$ cat src/include/lle_pkg.sv
// Shared constants, types and helpers for the logical error detect bank
// ****************************************************************
// ****************************************************************
package lle_pkg;

  // ****************************************************************
  // Bus and register map
  // ****************************************************************
  localparam int ADDR_W = 16;
  localparam logic [15:0] OFF_HDR = 16'h1000;
  localparam logic [15:0] OFF_DET = 16'h1008;
  localparam logic [15:0] OFF_EN = 16'h100C;
  localparam logic [15:0] OFF_IRQ_STAT = 16'h1030;
  localparam logic [15:0] OFF_IRQ_CLR = 16'h1034;
  localparam logic [15:0] OFF_IRQ_EN = 16'h1038;

  // Bit numbers counted from the LSB; bit 0 of the map is the MSB
  localparam int BIT_ILL_REQ = 27;
  localparam int BIT_ILL_RESP = 23;
  localparam int BIT_UNSUP_PW = 22;

  localparam logic [15:0] NEXT_BLOCK_PTR = 16'h0000;
  localparam logic [15:0] FEATURE_BLOCK_ID = 16'h0007;
  localparam logic [31:0] WORD_ZERO = 32'h0000_0000;

  // ****************************************************************
  // Error sources
  // ****************************************************************
  localparam int EV_N = 3;
  localparam int EV_REQ = 0;
  localparam int EV_RESP = 1;
  localparam int EV_PW = 2;
  localparam logic [EV_N-1:0] EV_RESET = 3'h0;

  // ****************************************************************
  // Packet header codes
  // ****************************************************************
  localparam logic [3:0] FTYPE_MAINT = 4'h8;
  localparam logic [3:0] TTYPE_RD_RESP = 4'h2;
  localparam logic [3:0] TTYPE_WR_RESP = 4'h3;
  localparam logic [3:0] TTYPE_PORT_WRITE = 4'h4;
  localparam logic [3:0] TTYPE_FIRST_ILLEGAL = 4'h5;
  localparam logic [7:0] HOP_TERMINATE = 8'h00;
  localparam int TT_UPPER_BIT = 1;

  typedef enum logic [2:0] {
    LLE_SEL_HDR,
    LLE_SEL_DET,
    LLE_SEL_EN,
    LLE_SEL_ISTAT,
    LLE_SEL_ICLR,
    LLE_SEL_IEN,
    LLE_SEL_NONE
  } lle_sel_t;

  function automatic logic [31:0] lle_spread(input logic [EV_N-1:0] v);
    logic [31:0] w;
    w = WORD_ZERO;
    w[BIT_ILL_REQ] = v[EV_REQ];
    w[BIT_ILL_RESP] = v[EV_RESP];
    w[BIT_UNSUP_PW] = v[EV_PW];
    return w;
  endfunction

  function automatic logic [EV_N-1:0] lle_gather(input logic [31:0] w);
    logic [EV_N-1:0] v;
    v = EV_RESET;
    v[EV_REQ] = w[BIT_ILL_REQ];
    v[EV_RESP] = w[BIT_ILL_RESP];
    v[EV_PW] = w[BIT_UNSUP_PW];
    return v;
  endfunction

endpackage

$ cat src/design/lle_pkt_check.sv
// Classifies one incoming packet header into error events
`timescale 1ns/1ps
`default_nettype none
module lle_pkt_check
  import lle_pkg::*;
(
  input wire logic valid,
  input wire logic [3:0] ftype,
  input wire logic [3:0] ttype,
  input wire logic [1:0] tt,
  input wire logic [7:0] hop,
  output logic [EV_N-1:0] ev
);

  // ****************************************************************
  // Classification
  // ****************************************************************
  // Anything else never reaches this layer in a switch
  wire maint = valid && (ftype == FTYPE_MAINT) && (hop == HOP_TERMINATE);
  wire is_resp = (ttype == TTYPE_RD_RESP) || (ttype == TTYPE_WR_RESP);
  wire is_pw = (ttype == TTYPE_PORT_WRITE);
  wire is_req = !is_resp && !is_pw;
  wire bad_ttype = (ttype >= TTYPE_FIRST_ILLEGAL);
  wire bad_tt = tt[TT_UPPER_BIT];

  assign ev[EV_REQ] = maint && is_req && (bad_ttype || bad_tt);
  assign ev[EV_RESP] = maint && is_resp;
  assign ev[EV_PW] = maint && is_pw;

endmodule
`default_nettype wire

$ cat src/design/lle_apb_dec.sv
// APB address decode and handshake for the detect bank
`timescale 1ns/1ps
`default_nettype none
module lle_apb_dec
  import lle_pkg::*;
(
  input wire logic pclk,
  input wire logic presetn,
  input wire logic clk_en,
  input wire logic psel,
  input wire logic penable,
  input wire logic pwrite,
  input wire logic [ADDR_W-1:0] paddr,
  output lle_sel_t sel,
  output logic pready,
  output logic pslverr,
  output logic wr_fire,
  output logic rd_load
);

  logic rd_ok_q;
  logic rd_ok_d;

  // ****************************************************************
  // Decode
  // ****************************************************************
  wire [ADDR_W-3:0] word = paddr[ADDR_W-1:2];
  wire hit_hdr = (word == OFF_HDR[ADDR_W-1:2]);
  wire hit_det = (word == OFF_DET[ADDR_W-1:2]);
  wire hit_en = (word == OFF_EN[ADDR_W-1:2]);
  wire hit_istat = (word == OFF_IRQ_STAT[ADDR_W-1:2]);
  wire hit_iclr = (word == OFF_IRQ_CLR[ADDR_W-1:2]);
  wire hit_ien = (word == OFF_IRQ_EN[ADDR_W-1:2]);
  wire unmapped = !(hit_hdr || hit_det || hit_en || hit_istat ||
                    hit_iclr || hit_ien);

  assign sel = hit_hdr ? LLE_SEL_HDR :
               hit_det ? LLE_SEL_DET :
               hit_en ? LLE_SEL_EN :
               hit_istat ? LLE_SEL_ISTAT :
               hit_iclr ? LLE_SEL_ICLR :
               hit_ien ? LLE_SEL_IEN : LLE_SEL_NONE;

  // ****************************************************************
  // Handshake
  // ****************************************************************
  // Read data is registered, so the access waits until a live edge
  // has loaded it; a frozen clock enable stretches the access.
  assign pready = psel && penable && clk_en && rd_ok_q;
  assign pslverr = pready && unmapped;
  assign wr_fire = pready && pwrite;
  assign rd_load = psel && clk_en && !pready;
  assign rd_ok_d = rd_load;

  always_ff @(posedge pclk or negedge presetn) begin
    if (!presetn) begin
      rd_ok_q <= 1'b0;
    end else if (clk_en) begin
      rd_ok_q <= rd_ok_d;
    end
  end

endmodule
`default_nettype wire

$ cat src/design/lle_regs.sv
// Logical and transport layer error detect register bank with APB access
//
// Added by the designer: the APB slave port.
`timescale 1ns/1ps
`default_nettype none
module lle_regs
  import lle_pkg::*;
#(
  parameter int LANES = 2
)
(
  input wire logic pclk,
  input wire logic presetn,
  input wire logic clk_en,
  input wire logic self_reset,
  input wire logic port_reset,
  input wire logic psel,
  input wire logic penable,
  input wire logic pwrite,
  input wire logic [ADDR_W-1:0] paddr,
  input wire logic [31:0] pwdata,
  output logic [31:0] prdata,
  output logic pready,
  output logic pslverr,
  input wire logic [LANES-1:0] pkt_valid,
  input wire logic [LANES-1:0][3:0] pkt_ftype,
  input wire logic [LANES-1:0][3:0] pkt_ttype,
  input wire logic [LANES-1:0][1:0] pkt_tt,
  input wire logic [LANES-1:0][7:0] pkt_hop,
  output logic irq,
  output logic report_req,
  output logic capture_lock,
  output logic log_strobe
);

  // ****************************************************************
  // Declarations
  // ****************************************************************
  lle_sel_t sel;
  logic wr_fire;
  logic rd_load;
  logic [LANES-1:0][EV_N-1:0] lane_ev;
  logic [EV_N-1:0] ev_any;
  logic [EV_N-1:0] det_q;
  logic [EV_N-1:0] det_d;
  logic [EV_N-1:0] en_q;
  logic [EV_N-1:0] en_d;
  logic [EV_N-1:0] istat_q;
  logic [EV_N-1:0] istat_d;
  logic [EV_N-1:0] ien_q;
  logic [EV_N-1:0] ien_d;
  logic [31:0] prdata_q;
  logic [31:0] prdata_d;
  logic strobe_q;
  logic strobe_d;
  logic irq_q;
  logic irq_d;

  // ****************************************************************
  // Bus decode
  // ****************************************************************
  lle_apb_dec u_dec (
    .pclk(pclk),
    .presetn(presetn),
    .clk_en(clk_en),
    .psel(psel),
    .penable(penable),
    .pwrite(pwrite),
    .paddr(paddr),
    .sel(sel),
    .pready(pready),
    .pslverr(pslverr),
    .wr_fire(wr_fire),
    .rd_load(rd_load)
  );

  wire soft_rst = self_reset || port_reset;
  wire wr_det = wr_fire && (sel == LLE_SEL_DET);
  wire wr_en = wr_fire && (sel == LLE_SEL_EN);
  wire wr_iclr = wr_fire && (sel == LLE_SEL_ICLR);
  wire wr_ien = wr_fire && (sel == LLE_SEL_IEN);
  wire [EV_N-1:0] wbits = lle_gather(pwdata);

  // ****************************************************************
  // Packet checkers, one per ingress lane
  // ****************************************************************
  genvar g;
  generate
    for (g = 0; g < LANES; g = g + 1) begin : g_lane
      lle_pkt_check u_chk (
        .valid(pkt_valid[g]),
        .ftype(pkt_ftype[g]),
        .ttype(pkt_ttype[g]),
        .tt(pkt_tt[g]),
        .hop(pkt_hop[g]),
        .ev(lane_ev[g])
      );
    end
  endgenerate

  // Every source seen in this cycle is merged, none takes priority
  always_comb begin
    ev_any = EV_RESET;
    for (int i = 0; i < LANES; i++) begin
      ev_any = ev_any | lane_ev[i];
    end
  end

  // ****************************************************************
  // Detect flags and lock
  // ****************************************************************
  // Once an enabled flag stands, the log is frozen so the first error
  // and its capture stay consistent; later errors are not recorded.
  wire locked = |(det_q & en_q);
  wire [EV_N-1:0] ev_set = locked ? EV_RESET : ev_any;
  wire [EV_N-1:0] det_clr = wr_det ? ~wbits : EV_RESET;
  // A new error in the clearing cycle survives the clear only when no enabled flag stands
  assign det_d = (det_q & ~det_clr) | ev_set;
  wire [EV_N-1:0] newly_locked = ev_set & en_q;

  // ****************************************************************
  // Enables and interrupt status
  // ****************************************************************
  assign en_d = wr_en ? wbits : en_q;
  assign ien_d = wr_ien ? wbits : ien_q;
  wire [EV_N-1:0] istat_clr = wr_iclr ? wbits : EV_RESET;
  assign istat_d = (istat_q & ~istat_clr) | newly_locked;
  assign irq_d = |(istat_d & ien_d);
  assign strobe_d = |newly_locked;

  // ****************************************************************
  // Read data
  // ****************************************************************
  // Header and status words are constants or state only; writes to
  // them fall through with no effect, and the clear word reads zero.
  wire [31:0] hdr_word = {NEXT_BLOCK_PTR, FEATURE_BLOCK_ID};
  wire [31:0] rd_word = (sel == LLE_SEL_HDR) ? hdr_word :
                        (sel == LLE_SEL_DET) ? lle_spread(det_q) :
                        (sel == LLE_SEL_EN) ? lle_spread(en_q) :
                        (sel == LLE_SEL_ISTAT) ? lle_spread(istat_q) :
                        (sel == LLE_SEL_IEN) ? lle_spread(ien_q) :
                        WORD_ZERO;
  assign prdata_d = rd_load ? rd_word : prdata_q;

  // ****************************************************************
  // State
  // ****************************************************************
  always_ff @(posedge pclk or negedge presetn) begin
    if (!presetn) begin
      det_q <= EV_RESET;
      en_q <= EV_RESET;
    end else if (clk_en) begin
      if (soft_rst) begin
        det_q <= EV_RESET;
        en_q <= EV_RESET;
      end else begin
        det_q <= det_d;
        en_q <= en_d;
      end
    end
  end

  always_ff @(posedge pclk or negedge presetn) begin
    if (!presetn) begin
      istat_q <= EV_RESET;
      ien_q <= EV_RESET;
      irq_q <= 1'b0;
    end else if (clk_en) begin
      if (soft_rst) begin
        istat_q <= EV_RESET;
        ien_q <= EV_RESET;
        irq_q <= 1'b0;
      end else begin
        istat_q <= istat_d;
        ien_q <= ien_d;
        irq_q <= irq_d;
      end
    end
  end

  always_ff @(posedge pclk or negedge presetn) begin
    if (!presetn) begin
      prdata_q <= WORD_ZERO;
      strobe_q <= 1'b0;
    end else if (clk_en) begin
      prdata_q <= prdata_d;
      strobe_q <= soft_rst ? 1'b0 : strobe_d;
    end
  end

  // ****************************************************************
  // Outputs
  // ****************************************************************
  assign prdata = prdata_q;
  assign irq = irq_q;
  assign capture_lock = locked;
  // Port-write request stays up while a reported error is logged
  assign report_req = locked;
  assign log_strobe = strobe_q;

endmodule
`default_nettype wire

$ cat config.mk
export PLATFORM = sky130hd
export DESIGN_NAME = lle_regs
export DESIGN_NICKNAME = d
export VERILOG_FILES = /design/src/include/lle_pkg.sv /design/src/design/lle_pkt_check.sv /design/src/design/lle_apb_dec.sv /design/src/design/lle_regs.sv
export SDC_FILE = /design/constraint.sdc
export NUM_CORES = 1
export LEC_CHECK = 0
export ABC_AREA = 1
export BUFFER_PORTS_ARGS = -buffer_cell sky130_fd_sc_hd__buf_4
export CORE_MARGIN = 5
export CORE_UTILIZATION = 40
export CTS_BUF_LIST = sky130_fd_sc_hd__clkbuf_2 sky130_fd_sc_hd__clkbuf_4 sky130_fd_sc_hd__clkbuf_8
export DETAILED_ROUTE_END_ITERATION = 10
export GPL_TIMING_DRIVEN = 0
export HOLD_SLACK_MARGIN = 0.05
export PLACE_DENSITY = 0.87
export SYNTH_ARGS = -nofsm -noshare
export SYNTH_HDL_FRONTEND = slang
export SYNTH_SLANG_ARGS = --single-unit
$ cat constraint.sdc
create_clock -name pclk -period 3.7 [get_ports pclk]
set_clock_uncertainty 0.1 [all_clocks]
set_input_delay 0.185 -clock pclk [delete_from_list [all_inputs] [get_ports pclk]]
set_output_delay 0.185 -clock pclk [all_outputs]
set_load 0.05 [all_outputs]
### Word-level counts from Yosys, hierarchy flattened

Index checks and enable logic that the tools add are counted.
W data, S select, Z words.

* word-level logic and storage cells: 112
* input port bits: 94
* register bits: 47
* output and inout port bits: 38

* bitwise operators: 11
* magnitude comparators: 2
* eq/ne operators: 19
* mux-type cells: 22
* reduce and logical (&&, ||, !) cells: 50

Operator list (number)
* $mux W28: 5
* $eq A14 B11 Y1 const B: 6
* $mux W3: 14
* $logic_and A1 B1 Y1: 25
* $eq A4 B2 Y1 const B: 4
* $logic_not A8 Y1: 2
* $and A3 B3 Y3: 5
* $logic_or A1 B1 Y1: 10
* $not A3 Y3: 3
* $or A3 B3 Y3: 3
* $reduce_or A3 Y1: 3
* $eq A4 B3 Y1 const B: 2
* $eq A4 B4 Y1 const B: 2
* $ge A4 B3 Y1 const B: 2
* $eq A3 B2 Y1 const B: 2
* $eq A3 B3 Y1 const B: 2
* $logic_not A1 Y1: 6
* $reduce_and A2 Y1: 2
* $eq A3 B1 Y1 const B: 1
* $logic_not A3 Y1: 1
* $mux W1: 2
* $mux W2: 1
* $reduce_bool A2 Y1: 1

### Depth between registers and ports, before layout

Gate-level depths: netlist of the first run.

* word-level depth: 16
* mapped depth: 13
* gate-level depth less buffers: 13

### Hierarchy

From an unflattened synthesis of the first run, not the netlist that was laid out.

* cells, all modules: 288
* area, all modules: 1776.7 µm²

Modules (own cells, without submodules)
* lle_regs: cells an instance 184, sequential area each 450.4 µm², area each 1306.3 µm², instances 1
* lle_pkt_check: cells an instance 33, sequential area each 0.0 µm², area each 126.4 µm², instances 2
* lle_apb_dec: cells an instance 38, sequential area each 25.0 µm², area each 217.7 µm², instances 1

### Least setup slack after synthesis of the first run

No wires, ideal clock.

* path kind: register -> output
* start: register u_dec.rd_ok_q
* end: output port pslverr
* arrival time: 2.040 ns
* cell stages (with the launch flop): 5
* slack: 1.375 ns
* required time: 3.415 ns
* buffers on the path: 0
* path through: dfrtp_1 > nand3_4 > inv_1 > nand4_1 > nor3_1

* longest elaborated chain between the ends: 2

Ends and longest elaborated chain
* from (decl): line lle_apb_dec.sv:21 `logic rd_ok_q;`
* from (signal assigned): line lle_apb_dec.sv:59 `rd_ok_q <= rd_ok_d;`
* $logic_and A1 B1 Y1: line lle_apb_dec.sv:49 `assign pready = psel && penable && clk_en && rd_ok_q;`
* via pready: line lle_regs.sv:23 `output logic pready,`
* $logic_and A1 B1 Y1: line lle_apb_dec.sv:50 `assign pslverr = pready && unmapped;`
* to (decl): line lle_regs.sv:24 `output logic pslverr,`

The timed path passes the listed nets, and every way through them passes these cells.

### Worst setup path after layout of the first run

* start: register u_dec.rd_ok_q
* end: output port pslverr

* longest elaborated chain between the ends: 2

Ends and longest elaborated chain (line)
* $logic_and A1 B1 Y1: lle_apb_dec.sv:49
* $logic_and A1 B1 Y1: lle_apb_dec.sv:50

No other way between the ends.

==> impl_metrics.csv, run 1 <==
group,metric,value,unit
sta,final.period_utilization,46.7,%
synth,yosys.area.top_type,"dfrtp_1",
pwr,p_leak,1.58,nW
routing,via_count,2123,
routing,drc,0,
cts,htree_levels,1,
finish,area_growth,39.9,%
routing,first_iter_violations,96,
grt,grt_pass1_vias,2094,
cts,cts.sinks,19,
cts,post_cts_buffers,0,
routing,dr.pass1.iters,4,
floorplan,chipHeight,79.7,µm
pwr,switchingPower,0.209,mW
synth,syn_inst,307,
sta,hold_ws,0.0873,ns
synth,yosys.cell_count.top_type,"nand2_1",
sta,setup_viol,0,
setup_path,r2r_slack,2.24,ns
routing,wl_met3,363,µm
grt,grt_max_degree,20,
routing,drt_wl_total,5220,µm
synth,synth_area,1950,µm²
synth,ys_types,33,
sta,drv_slew,0,
placement,placed_area,2660,µm²
finish,layout-drive-gt1-share,31.8,%
sta,rsz0062_at_grt,"no",
floorplan,core,4720,µm²
finish,design_area,2720,µm²
sta,final.min_clock_period,1.73,ns
cts,cts_buffers,3,
placement,gp_congestion,0.867,
pwr,p_comb_share,37.7,%
pwr,pwr-share-clk,25.7,%
routing,highest_layer,"met4",
pwr,switching_share,35.4,%
sta,final-hold-violation-count,0,
grt,grt_overflow_total,0,
routing,met2WireLength,2910,µm
cts,ctsResizeCount,0,
synth,synth_top_area_share,24.4,%
routing,ant_nets,0,
synth,synth_seq_cells,19,
setup_path,worstSetupPathType,"reg2out",
floorplan,start_util,41.2,%
synth,ys.flop_type,"dfrtp_1",
placement,post-place-ws,1.99,ns
setup_path,startpoint_type,"flip-flop",
grt,grt_util_all_layers,16.3,%
grt,antenna_found_initial,0,
synth,avgSynthCellArea,6.34,µm²
setup_path,critPathRequiredTime,3.41,ns
cts,root_buffer,"clkbuf_8",
synth,synth_warnings,0,
setup_path,arrival,1.44,ns
routing,met1Wirelength,1870,µm
setup_path,end_kind,"primary output",
hold_path,hold_depth,2,
hold_path,hold_class,"in2reg",
outcome,status,"finished clean",
placement,port_buffers,72,
cts,cts_tree,"done",
synth,synth_edf_count,0,
cts,clk_pin_slew,0.07,ns
synth,ys_seq_area_share,24.4,%
setup_path,cp_max_fo,3,
floorplan,die_w,79.7,µm
finish,layout.nets,504,
pwr,p_int,0.381,mW
setup_path,r2r_cells,9,
pwr,p_per_area,217,nW/µm²
finish,finish.utilization,57.6,%
sta,fmax,578,MHz
placement,place_hpwl,4560,µm
pwr,vdd_drop_max,0.147,mV
cts,hold_buffers,1,
cts,cts_buffer_depth,2,
floorplan,num_io_pins,132,
floorplan,fp.dieArea,6360,µm²
sta,fin_tns_setup,0,ns
sta,setup_ws,1.97,ns
job,timing.max_cap.violations,0,
floorplan,num_rows,25,
grt,grt_pass1_wl,8510,µm
cts,clk-insertion-delay-late,0.26,ns
pwr,pwr-share-seq,36.7,%
routing,vias_per_cell,4.46,
routing,post_drt_wl_per_cell,11.0,µm
synth,async_flop_share,100,%
synth,synth_area_leaders,"dfrtp_1, nand2_1, buf_4",
synth,synthTopCellsByCount,"nand2_1, inv_1, nor2_1",
finish,n_antenna_cell,0,
## worst max-delay path, stage by stage (launching register included)
cell	delay (ns)
dfrtp_1	0.41
nand3_4	0.12
inv_1	0.11
nand4_1	0.11
nor3_1	0.20
buf_4	0.24
## power by group through the flow
stage	Clock (mW)	Sequential [mW]	Combinational (mW)
finish	0.151	0.216	0.222
floorplan	0	0.224	0.139
global placement	0	0.220	0.216
CTS	0.156	0.216	0.221
detailed placement	0	0.220	0.220
global route	0.162	0.217	0.239
## stage by stage
step	power, mW	cells
6_report	0.590	476
5_1_grt	0.618	476
4_1_cts	0.593	476
3_5_place_dp	0.440	471
3_3_place_gp	0.436	471
2_1_floorplan	0.363	332
## sequential cells by signal, indices dropped and copies added (netlist names)
name           count
irq                1
u_dec.rd_ok_q      1
ien_q              3
istat_q            3
en_q               3
prdata             4
det_q              3
log_strobe         1
## layout by cell type (no fill, tap or decap), drive strengths merged, types with 3 or more instances in the layout
master,synthesis,routed
a21oi,3,3
buf,29,101
clkbuf,0,4
conb,1,26
dfrtp,19,19
inv,55,55
nand2,81,81
nand3,37,37
nor2,45,45
nor3,9,9
o21ai,11,11
o22ai,3,3
or2,4,4
## area by class of cell
cell class	count	area, µm²
clock buffers	4	48.8
well taps	67	83.8
fillers	433	2000
inverters	55	206
plain buffers	29	218
repair buffers	73	551
flip-flops and latches	19	475
multi-input cells	229	1140
## routing by layer
layer / up-vias / global-route usage [%]
met5: - / 0
met4: 0 / 3.72
met3: 9 / 3.05
met2: 62 / 32.1
met1: 949 / 17.9
li1: 1103 / -
## worst paths after layout
check | from | to
setup / recovery | u_dec.rd_ok_q | pslverr
hold / removal | clk_en | istat_q[1]
setup reg to reg | en_q[1] | irq
hold reg to reg | log_strobe | log_strobe
max in group asynchronous | presetn | log_strobe
min in group asynchronous | presetn | prdata[2]
## cells by family (layout without fill, tap and decap cells)
group                  count (synthesis)  after routing  synth area share (%)
buffers and inverters                 84            161                  21.8
AOI/OAI and AO/OA                     24             24                  8.04
and+or+nand+nor                      179            179                  45.5
DFF                                   19             19                  24.4
other                                  1             26                 0.193
No activity file was read; power rests on OpenSTA's default activity.
==> run 2, diff against run 1 <==
- CORE_UTILIZATION: 40 -> 39
- PLACE_DENSITY: 0.87 -> 0.88
- clock period: 3.7 -> 1.5 ns (I/O delays scaled with it)
==> run 2 against run 1 <==
Sequential power grew 150%. Register-to-register slack lost 2.2 ns. Clock power grew 150%. Global-route usage grew 0.073 points. Combinational power grew to 2.6 times the previous value. Sequential cell count is the same. Highest routed layer unchanged. Clock-buffer cell count is the same. Wire length grew 3.2%. Largest power group unchanged. Die area grew 2.2%. Hold slack lost 0.023 ns. The run now ends with setup timing left. Via count grew 3.2%.
==> impl_metrics.csv, run 2 (synthesis gave the netlist of run 1 again) <==
group,metric,value,unit
finish,final_cell_mix,"buf_4, nand2_1, inv_1",
cts,cts_buffer_depth,2,
finish,layout.nets,511,
grt,grt_pass1_wl,8570,µm
cts,clk_pin_slew,0.07,ns
routing,drc,0,
floorplan,chipHeight,80.6,µm
routing,first_iter_violations,132,
setup_path,cp_max_fo,3,
grt,grt_pass1_vias,2039,
pwr,p_leak,1.61,nW
sta,drv_slew,0,
finish,fin_cells,483,
grt,antenna_found_initial,0,
setup_path,r2r-start,"u_dec.rd_ok_q",
routing,dr.pass1.iters,4,
finish,n_antenna_cell,0,
setup_path,reg2reg_to,"irq",
placement,dp.cells,471,
floorplan,fp.dieArea,6500,µm²
sta,final.period_utilization,103,%
setup_path,startpoint_type,"input pin",
sta,setup_ws,-0.0474,ns
sta,rsz0062_at_grt,"yes",
pwr,vdd_drop_max,0.450,mV
finish,finish.utilization,59.2,%
sta,final.min_clock_period,1.55,ns
routing,post_drt_wl_per_cell,11.2,µm
sta,final-hold-violation-count,0,
cts,clk-insertion-delay-late,0.26,ns
grt,grt_util_all_layers,16.4,%
floorplan,num_io_pins,132,
job,timing.max_cap.violations,0,
cts,htree_levels,1,
finish,largest_register_ffs,4,
pwr,power,1.47,mW
placement,port_buffers,72,
placement,place_hpwl,4600,µm
routing,drt_wl_total,5390,µm
cts,cts_buffers,3,
hold_path,hold_depth,4,
outcome,status,"finished with violations",
floorplan,core,4790,µm²
pwr,p_per_area,519,nW/µm²
finish,final_common_cell,"buf_4",
floorplan,start_util,40.7,%
grt,grt_max_degree,20,
cts,cts_tree,"done",
routing,ant_nets,0,
finish,layout-drive-gt1-share,33.9,%
floorplan,die_w,80.6,µm
hold_path,hold_start,"self_reset",
setup_path,arrival,1.37,ns
cts,root_buffer,"clkbuf_8",
cts,cts.sinks,19,
setup_path,r2r_slack,0.06,ns
setup_path,r2r_cells,9,
routing,vias_per_cell,4.53,
placement,gp_congestion,0.862,
finish,area_growth,45.7,%
floorplan,num_rows,25,
routing,via_count,2190,
setup_path,end_kind,"primary output",
grt,grt_overflow_total,0,
sta,setup_viol,1,
setup_path,critPathRequiredTime,1.32,ns
hold_path,hold-path-endpoint,"en_q[2]",
hold_path,hold_class,"in2reg",
outcome,violations,"setup timing",
setup_path,worstSetupPathType,"in2out",
sta,fmax,646,MHz
-- run 2: repair_timing --
action	4_1_cts	5_1_grt
gates resized for setup	2	2
hold buffers	5	0
buffers inserted	2	1
setup endpoints to repair	1	5
endpoints found under the hold margin	28	0
pin swaps	0	0
-- run 2: worst max path at each step --
| stage | startpoint | to | slack, ns | cells after the start |
|---|---|---|---|---|
| after floorplan | u_dec.rd_ok_q | pslverr | -0.02 | 4 |
| after global placement | paddr[11] | pslverr | -0.04 | 8 |
| after CTS | u_dec.rd_ok_q | pslverr | -0.03 | 5 |
| final | paddr[5] | pslverr | -0.05 | 8 |
| after detailed placement | paddr[11] | pslverr | -0.12 | 8 |
| after global routing | paddr[7] | pslverr | -0.14 | 8 |
-- run 2: final cells by class --
class	instances	area (µm²)
fill	443	1950
tap	67	83.8
sequential	19	475
multi-input combinational	229	1180
buffer	29	218
inverter	55	210
timing repair buffer	80	617
clock buffer	4	48.8
-- run 2: critical path, cell delays in order --
cell	delay, ns
buf_4	0.11
nor2_1	0.17
inv_1	0.10
nor4_2	0.48
nor2_1	0.07
nand4_1	0.13
nor3_4	0.05
buf_6	0.16
-- run 2: routing by layer --
layer | track usage, % | wire (µm)
met4 | 1.18 | 8
met2 | 31.3 | 2950
met3 | 3.48 | 418
met5 | 0 | 0
met1 | 19.4 | 2010
-- run 2: power breakdown --
group / leakage [nW] / switching [mW] / internal (mW) / total, mW
logic: 1.32 / 0.345 / 0.223 / 0.568
clock network: 0.0262 / 0.166 / 0.207 / 0.373
registers: 0.261 / 0.00977 / 0.522 / 0.532
total: 1.61 / 0.521 / 0.951 / 1.47
-- run 2: through the flow --
step / setup TNS [ns] / area (µm²) / setup WS [ns] / hold WS, ns
2_1_floorplan: -0.0216 / 2070 / -0.0216 / -0.321
3_3_place_gp: -0.103 / 2690 / -0.0392 / -0.138
3_5_place_dp: -0.247 / 2690 / -0.121 / -0.131
4_1_cts: -0.0333 / 2820 / -0.0333 / 0.0675
5_1_grt: -0.185 / 2840 / -0.137 / 0.0993
6_report: -0.0474 / 2840 / -0.0474 / 0.0638
